File: config.mk
export PLATFORM = sky130hd
export DESIGN_NAME = ihc_host_port
export DESIGN_NICKNAME = d
export VERILOG_FILES = /design/src/ihc_pkg.sv /design/src/ihc_fifo.sv /design/src/ihc_host_port.sv
export SDC_FILE = /design/constraint.sdc
export NUM_CORES = 1
export LEC_CHECK = 0
export BUFFER_PORTS_ARGS = -buffer_cell sky130_fd_sc_hd__buf_2
export CAP_MARGIN = 20
export CORE_UTILIZATION = 50
export DETAILED_ROUTE_END_ITERATION = 10
export GPL_TIMING_DRIVEN = 0
export HOLD_SLACK_MARGIN = 0.02
export PLACE_DENSITY = 0.66
export SLEW_MARGIN = 0
export SYNTH_ARGS = -nofsm -noshare
export SYNTH_HDL_FRONTEND = slang
export SYNTH_SLANG_ARGS = --single-unit
export TNS_END_PERCENT = 10
File: constraint.sdc
create_clock -name CLK_IN -period 3.9 [get_ports CLK_IN]
set_input_delay 0.78 -clock CLK_IN [delete_from_list [all_inputs] [get_ports CLK_IN]]
set_output_delay 0.78 -clock CLK_IN [all_outputs]
set_load 0.02 [all_outputs]
File: src/ihc_pkg.sv
// Shared constants for the two-wire host control port.
package ihc_pkg;

	localparam int IHC_DATA_W = 8;
	localparam int IHC_FIFO_DEPTH = 32;
	localparam logic [6:0] IHC_DEV_ADDR = 7'h00;
	localparam logic [3:0] IHC_BITS_PER_BYTE = 4'h8;
	localparam logic [3:0] IHC_LAST_BIT_RISE = 4'h7;
	localparam logic [7:0] IHC_NULL_BYTE = 8'h00;
	localparam logic IHC_ATT_RESET = 1'b1;

	typedef enum logic [2:0] {
		IHC_IDLE,
		IHC_ADDR,
		IHC_ADDR_ACK,
		IHC_WR_BYTE,
		IHC_WR_ACK,
		IHC_RD_BYTE,
		IHC_RD_ACK
	} ihc_state_t;

endpackage
File: src/ihc_fifo.sv
// Synchronous FIFO with valid and ready on both sides.
`timescale 1ns/100ps
`default_nettype none
module ihc_fifo #(
	parameter int WIDTH = 8,
	parameter int DEPTH = 32
) (
	input wire logic clk_in,
	input wire logic rst_n_in,
	input wire logic [WIDTH-1:0] in_data_in,
	input wire logic in_valid_in,
	output logic in_ready_out,
	output logic [WIDTH-1:0] out_data_out,
	output logic out_valid_out,
	input wire logic out_ready_in
);
	localparam int AW = $clog2(DEPTH);

	logic [WIDTH-1:0] mem_ff [DEPTH];
	logic [AW:0] wr_ptr_ff;
	logic [AW:0] rd_ptr_ff;
	logic full;
	logic empty;
	logic do_wr;
	logic do_rd;

	// The extra pointer bit tells a full ring from an empty one.
	assign empty = (wr_ptr_ff == rd_ptr_ff);
	assign full = (wr_ptr_ff[AW] != rd_ptr_ff[AW]) && (wr_ptr_ff[AW-1:0] == rd_ptr_ff[AW-1:0]);
	assign in_ready_out = ~full;
	assign out_valid_out = ~empty;
	assign out_data_out = mem_ff[rd_ptr_ff[AW-1:0]];
	assign do_wr = in_valid_in & ~full;
	assign do_rd = out_ready_in & ~empty;

	always_ff @(posedge clk_in) begin
		if (do_wr) begin
			mem_ff[wr_ptr_ff[AW-1:0]] <= in_data_in;
		end
	end

	always_ff @(posedge clk_in) begin
		if (!rst_n_in) begin
			wr_ptr_ff <= '0;
		end else if (do_wr) begin
			wr_ptr_ff <= wr_ptr_ff + 1'b1;
		end
	end

	always_ff @(posedge clk_in) begin
		if (!rst_n_in) begin
			rd_ptr_ff <= '0;
		end else if (do_rd) begin
			rd_ptr_ff <= rd_ptr_ff + 1'b1;
		end
	end

endmodule
`default_nettype wire

File: src/ihc_host_port.sv
// Two-wire host control port: slave engine, attention output and outgoing byte queue.
`timescale 1ns/100ps
`default_nettype none
// Operation
// - Only all-zero address answered; write byte 0x00.
// - Device pulls data low on ninth clock.
// - Write bytes shifted in MSB first, acknowledged; here nacked while RX_READY_IN is low.
// - Attention low when outgoing data is pending.
// - Device acknowledges read address when ready.
// - Read bits change on falling clock edges.
// - Attention stays low until last bit rise.
// - Attention stays high until ack-bit rise.
// - Same write procedure for any transfer length.
// - Data line open-drain; ones by releasing driver.
module ihc_host_port
	import ihc_pkg::*;
#(
	parameter int DATA_W = IHC_DATA_W,
	parameter int FIFO_DEPTH = IHC_FIFO_DEPTH
) (
	input wire logic CLK_IN,
	input wire logic RST_N_IN,
	input wire logic CTRL_SERIAL_CLK_IN,
	input wire logic CTRL_DATA_IO_IN,
	output logic CTRL_DATA_IO_OUT,
	output logic CTRL_DATA_IO_OE_OUT,
	output logic HOST_ATTENTION_N_OUT,
	input wire logic [DATA_W-1:0] TX_DATA_IN,
	input wire logic TX_VALID_IN,
	output logic TX_READY_OUT,
	output logic [DATA_W-1:0] RX_DATA_OUT,
	output logic RX_VALID_OUT,
	input wire logic RX_READY_IN,
	output logic BUSY_OUT
);
	logic scl_s1_ff;
	logic scl_s2_ff;
	logic scl_prev_ff;
	logic sda_s1_ff;
	logic sda_s2_ff;
	logic sda_prev_ff;
	logic scl_rise;
	logic scl_fall;
	logic start_seen;
	logic stop_seen;

	ihc_state_t state_ff;
	ihc_state_t nxt_state;
	logic [3:0] cnt_ff;
	logic [3:0] nxt_cnt;
	logic [7:0] rx_shift_ff;
	logic [7:0] nxt_rx_shift;
	logic [7:0] tx_shift_ff;
	logic [7:0] nxt_tx_shift;
	logic drive_ff;
	logic nxt_drive;
	logic rd_ff;
	logic nxt_rd;
	logic host_ack_ff;
	logic nxt_host_ack;
	logic att_n_ff;
	logic [DATA_W-1:0] rx_data_ff;
	logic rx_valid_ff;
	logic pop;
	logic push;

	logic [DATA_W-1:0] fifo_data;
	logic fifo_valid;

	ihc_fifo #(
		.WIDTH(DATA_W),
		.DEPTH(FIFO_DEPTH)
	) u_tx_fifo (
		.clk_in(CLK_IN),
		.rst_n_in(RST_N_IN),
		.in_data_in(TX_DATA_IN),
		.in_valid_in(TX_VALID_IN),
		.in_ready_out(TX_READY_OUT),
		.out_data_out(fifo_data),
		.out_valid_out(fifo_valid),
		.out_ready_in(pop)
	);

	// Both pins come from the host's timing; two stages each before any logic looks.
	always_ff @(posedge CLK_IN) begin
		if (!RST_N_IN) begin
			scl_s1_ff <= 1'b1;
			scl_s2_ff <= 1'b1;
			scl_prev_ff <= 1'b1;
		end else begin
			scl_s1_ff <= CTRL_SERIAL_CLK_IN;
			scl_s2_ff <= scl_s1_ff;
			scl_prev_ff <= scl_s2_ff;
		end
	end

	always_ff @(posedge CLK_IN) begin
		if (!RST_N_IN) begin
			sda_s1_ff <= 1'b1;
			sda_s2_ff <= 1'b1;
			sda_prev_ff <= 1'b1;
		end else begin
			sda_s1_ff <= CTRL_DATA_IO_IN;
			sda_s2_ff <= sda_s1_ff;
			sda_prev_ff <= sda_s2_ff;
		end
	end

	assign scl_rise = scl_s2_ff & ~scl_prev_ff;
	assign scl_fall = ~scl_s2_ff & scl_prev_ff;
	// Data moving while the clock stays high frames a transfer.
	assign start_seen = scl_s2_ff & scl_prev_ff & sda_prev_ff & ~sda_s2_ff;
	assign stop_seen = scl_s2_ff & scl_prev_ff & ~sda_prev_ff & sda_s2_ff;

	always_comb begin
		nxt_state = state_ff;
		nxt_cnt = cnt_ff;
		nxt_rx_shift = rx_shift_ff;
		nxt_tx_shift = tx_shift_ff;
		nxt_drive = drive_ff;
		nxt_rd = rd_ff;
		nxt_host_ack = host_ack_ff;
		pop = 1'b0;
		push = 1'b0;
		if (stop_seen) begin
			nxt_state = IHC_IDLE;
			nxt_drive = 1'b0;
		end else if (start_seen) begin
			// A repeated start also lands here, so a restarted read is always clean.
			nxt_state = IHC_ADDR;
			nxt_cnt = 4'h0;
			nxt_drive = 1'b0;
		end else begin
			unique case (state_ff)
				IHC_IDLE: begin
					nxt_drive = 1'b0;
				end
				IHC_ADDR: begin
					if (scl_rise) begin
						nxt_rx_shift = {rx_shift_ff[6:0], sda_s2_ff};
						nxt_cnt = cnt_ff + 4'h1;
					end
					if (scl_fall && cnt_ff == IHC_BITS_PER_BYTE) begin
						nxt_rd = rx_shift_ff[0];
						// A read is only acknowledged when a byte is waiting.
						if (rx_shift_ff[7:1] == IHC_DEV_ADDR && (!rx_shift_ff[0] || fifo_valid)) begin
							nxt_state = IHC_ADDR_ACK;
							nxt_drive = 1'b1;
						end else begin
							nxt_state = IHC_IDLE;
							nxt_drive = 1'b0;
						end
					end
				end
				IHC_ADDR_ACK: begin
					if (scl_fall) begin
						nxt_cnt = 4'h0;
						if (rd_ff) begin
							nxt_state = IHC_RD_BYTE;
							nxt_tx_shift = fifo_valid ? fifo_data : IHC_NULL_BYTE;
							pop = fifo_valid;
							nxt_drive = ~nxt_tx_shift[7];
						end else begin
							nxt_state = IHC_WR_BYTE;
							nxt_drive = 1'b0;
						end
					end
				end
				IHC_WR_BYTE: begin
					if (scl_rise) begin
						nxt_rx_shift = {rx_shift_ff[6:0], sda_s2_ff};
						nxt_cnt = cnt_ff + 4'h1;
					end
					if (scl_fall && cnt_ff == IHC_BITS_PER_BYTE) begin
						nxt_state = IHC_WR_ACK;
						// Refusing a byte the user cannot take makes the host resend it.
						nxt_drive = RX_READY_IN;
						push = RX_READY_IN;
					end
				end
				IHC_WR_ACK: begin
					// Bytes keep coming until the stop, however long the stream.
					if (scl_fall) begin
						nxt_state = IHC_WR_BYTE;
						nxt_cnt = 4'h0;
						nxt_drive = 1'b0;
					end
				end
				IHC_RD_BYTE: begin
					if (scl_rise) begin
						nxt_cnt = cnt_ff + 4'h1;
					end
					if (scl_fall) begin
						if (cnt_ff == IHC_BITS_PER_BYTE) begin
							nxt_state = IHC_RD_ACK;
							nxt_drive = 1'b0;
						end else begin
							nxt_tx_shift = {tx_shift_ff[6:0], 1'b0};
							nxt_drive = ~tx_shift_ff[6];
						end
					end
				end
				IHC_RD_ACK: begin
					if (scl_rise) begin
						nxt_host_ack = ~sda_s2_ff;
					end
					if (scl_fall) begin
						nxt_cnt = 4'h0;
						// An ack with nothing queued shifts out a null byte.
						if (host_ack_ff) begin
							nxt_state = IHC_RD_BYTE;
							nxt_tx_shift = fifo_valid ? fifo_data : IHC_NULL_BYTE;
							pop = fifo_valid;
							nxt_drive = ~nxt_tx_shift[7];
						end else begin
							nxt_state = IHC_IDLE;
							nxt_drive = 1'b0;
						end
					end
				end
			endcase
		end
	end

	always_ff @(posedge CLK_IN) begin
		if (!RST_N_IN) begin
			state_ff <= IHC_IDLE;
			cnt_ff <= 4'h0;
			rd_ff <= 1'b0;
			host_ack_ff <= 1'b0;
		end else begin
			state_ff <= nxt_state;
			cnt_ff <= nxt_cnt;
			rd_ff <= nxt_rd;
			host_ack_ff <= nxt_host_ack;
		end
	end

	always_ff @(posedge CLK_IN) begin
		if (!RST_N_IN) begin
			rx_shift_ff <= 8'h00;
			tx_shift_ff <= 8'h00;
		end else begin
			rx_shift_ff <= nxt_rx_shift;
			tx_shift_ff <= nxt_tx_shift;
		end
	end

	// The pad only ever pulls low; a one is the released line.
	always_ff @(posedge CLK_IN) begin
		if (!RST_N_IN) begin
			drive_ff <= 1'b0;
		end else begin
			drive_ff <= nxt_drive;
		end
	end

	// The attention level only moves at the two edges the host watches while reading,
	// so a host that samples after each byte never sees a glitch mid-byte.
	always_ff @(posedge CLK_IN) begin
		if (!RST_N_IN) begin
			att_n_ff <= IHC_ATT_RESET;
		end else if (state_ff == IHC_RD_BYTE) begin
			if (scl_rise && cnt_ff == IHC_LAST_BIT_RISE) begin
				att_n_ff <= ~fifo_valid;
			end
		end else if (state_ff == IHC_RD_ACK) begin
			if (scl_rise) begin
				att_n_ff <= ~fifo_valid;
			end
		end else begin
			att_n_ff <= ~fifo_valid;
		end
	end

	always_ff @(posedge CLK_IN) begin
		if (!RST_N_IN) begin
			rx_data_ff <= '0;
			rx_valid_ff <= 1'b0;
		end else begin
			rx_valid_ff <= push;
			if (push) begin
				rx_data_ff <= rx_shift_ff;
			end
		end
	end

	assign CTRL_DATA_IO_OUT = 1'b0;
	assign CTRL_DATA_IO_OE_OUT = drive_ff;
	assign HOST_ATTENTION_N_OUT = att_n_ff;
	assign RX_DATA_OUT = rx_data_ff;
	assign RX_VALID_OUT = rx_valid_ff;
	assign BUSY_OUT = (state_ff != IHC_IDLE);

endmodule
`default_nettype wire

==> impl_metrics.py <==
metrics = {
    "yosys": {
        "yosysWarnings": 0,
        "syn_nets": 776,
        "synth_edf_count": 256,
        "netlist_area_um2": 12600,
        "synthTopCellsByArea": "edfxtp_1 61%, mux4_2 12%, dfxtp_1 9.2%",
        "ys_types": 55,
        "yosysSeqAreaShare": 0.700,
        "synth_top_area_frac": 0.608,
        "synthCells": 755,
        "ys.flop_type": "edfxtp_1",
        "async_flop_share": 0,
        "synth-seq-cells": 314,
        "postSynthAreaPerCell_um2": 16.8,
        "yosys.area.top_type": "edfxtp_1",
    },
    "floorplan": {
        "num_rows": 57,
        "io_pins": 28,
        "start_util": 0.516,
        "dieHeight_um": 161,
        "coreArea_um2": 24500,
        "fp.dieW_um": 161,
        "die-area_um2": 25900,
    },
    "timing": {
        "tns_ns": 0,
        "finClkSkew_ns": 0.0249,
        "fin_crit_ns": 3.02,
        "worstMarginPinSlew_ns": 1.00,
        "final_max_slew_viol_count": 0,
        "hold_viol": 0,
        "setup_viol_count_final": 0,
        "slew_headroom": 0.332,
        "layout_setup_ws_ns": 0.878,
        "finalCritPeriodShare": 0.775,
        "max_freq_mhz": 331,
        "rsz0062_at_grt": "no",
    },
    "worst_setup_path": {
        "crit_required_ns": 4.29,
        "critPathMaxStageDelay_ns": 0.57,
        "path_cells": "buf_2 > clkbuf_1 > buf_1 > mux4_2 > a22oi_1 > nand2_1 > a221oi_1 > a21oi_1",
        "slowest_stage": "clkbuf_1",
        "crit_path_start_kind": "flop",
        "worstSetupEndpointType": "flop",
        "cp_max_fo": 10,
        "r2r_cells": 8,
        "path_class": "flop to flop",
        "arrival_ns": 3.41,
    },
    "power_and_ir_drop": {
        "vdd.ir_drop.worst_v": 0.000369,
        "p_total_mw": 6.84,
        "powerDensity_nw_per_um2": 480,
        "leakage_nw": 4.57,
    },
    "detailed_routing": {
        "wl_per_cell_um": 22.9,
        "postRouteAntennaNets": 0,
        "drt-vias-per-instance": 5.94,
        "drtIter0Drc": 646,
        "vias": 6912,
        "drtPass1Iterations": 5,
        "drc": 0,
        "routed_wl_um": 26700,
    },
    "run_status": {
        "status": "completed",
    },
    "grt": {
        "grt_pass1_vias": 7145,
        "grt_max_degree": 33,
        "overflow": 0,
        "antenna_found_initial": 0,
        "grt_pass1_wl_um": 41700,
        "gr-usage-all-layers": 0.216,
    },
    "cts": {
        "cts_tree": "built",
        "clock_sinks": 314,
        "cts_buffers": 34,
        "root_buffer": "clkbuf_16",
        "cts_setup_buffers": 0,
        "clk_path_buf_depth": 3,
        "ctsHoldBuffers": 0,
        "cts_htree_levels": 2,
        "clkTransAtPathRegs_ns": 0.06,
        "cts_resized": 0,
        "clk_latency_ns": 0.52,
    },
    "placement": {
        "dp.cells": 1105,
        "portBuffers": 26,
        "dp_hpwl_um": 17900,
        "dp_slack_ns": 0.828,
        "gp_congestion": 0.846,
    },
    "hold_path": {
        "holdPathStages": 1,
        "hp-class": "flop to flop",
    },
    "finish": {
        "drive_gt1_frac": 0.201,
        "fin_cells": 1164,
        "nets": 838,
        "synthToLayoutAreaGrowth_pct": 12.6,
        "antenna_cells": 0,
        "post-route-util": 0.580,
    },
    "job": {
        "cap_viol_max_count": 0,
    },
}
==> state kept, by name, indices dropped and copies added, names as in the netlist, 3 cells and up, named ones only <==
register	cells
u_tx_fifo.mem_ff	256
RX_DATA_OUT	8
rx_shift_ff	8
tx_shift_ff	7
u_tx_fifo.rd_ptr_ff	6
u_tx_fifo.wr_ptr_ff	6
cnt_ff	4
state_ff	3
==> Yosys cell counts, drive strengths merged (9+ instances only) <==
| master | instances |
|---|---|
| clkbuf | 26 |
| o21ai | 19 |
| a221oi | 9 |
| mux2i | 31 |
| mux4 | 69 |
| edfxtp | 256 |
| a22oi | 16 |
| a21oi | 20 |
| inv | 11 |
| nand2 | 30 |
| nand2b | 20 |
| dfxtp | 58 |
| buf | 13 |
| nor2 | 73 |
==> metal layers <==
layer	share of wire	global-route usage	routed length [µm]
met5	0	0	0
met4	0.024	0.0639	641
met3	0.070	0.0383	1860
met2	0.48	0.353	13000
met1	0.42	0.299	11300
==> cell type report <==
type | count | area (µm²)
fillers | 1890 | 10300
flip-flops and latches | 314 | 8850
multi-input cells | 391 | 3590
clock buffers | 40 | 906
well taps | 324 | 405
plain buffers | 39 | 171
clock inverters | 19 | 150
repair buffers | 26 | 130
inverters | 11 | 41.3
==> worst paths after layout <==
| path | slack (ns) | from | to |
|---|---|---|---|
| max reg2reg | 0.88 | flop | tx_shift_ff[1] |
| min | 0.42 | scl_s1_ff | scl_s2_ff |
| min reg2reg | 0.42 | scl_s1_ff | scl_s2_ff |
| max | 0.88 | flop | tx_shift_ff[1] |
==> per-stage QoR <==
step           hold slack (ns)  instance area (µm²)
6_report                 0.419                14200
5_1_grt                  0.422                14200
4_1_cts                  0.421                14200
3_5_place_dp             0.408                13200
3_3_place_gp             0.400                13200
2_1_floorplan            0.386                12600
==> critical path, delay by kind of cell, from the launching register on <==
family | cells | cell delay, ns
flip-flops | 1 | 0.31
AND/OR/NAND/NOR | 1 | 0.13
AO/OA/AOI/OAI | 3 | 0.62
buffers and inverters | 3 | 1.42
multiplexers | 1 | 0.41
==> power breakdown <==
group | total, mW | internal [mW] | leakage (nW) | switching [mW]
clock network | 3.02 | 1.74 | 0.516 | 1.28
registers | 3.66 | 3.65 | 2.78 | 0.0124
logic | 0.166 | 0.0439 | 1.27 | 0.122
total | 6.84 | 5.43 | 4.57 | 1.41
==> kinds of logic after synthesis <==
| logic type | share of synthesized area |
|---|---|
| flops | 0.700 |
| simple gates | 0.0669 |
| mux | 0.150 |
| compound gates | 0.0518 |
| buf+inv | 0.0168 |
| xor+xnor | 0.00762 |
| fa+ha+maj | 0.00692 |
| other cells | 0.000296 |
==> layout by cell type (no fill, tap or decap), drive strengths merged, types with 9 or more instances in the layout <==
cell and count:
a22oi 16, mux4 69, edfxtp 256, mux2i 31
a221oi 9, inv 12, o21ai 19, buf 39
nor2 73, nand2 30, clkbuf 66, nand2b 20
dfxtp 58, a21oi 20, clkinv 14
Note: power is estimated with default switching activity, not from simulation.
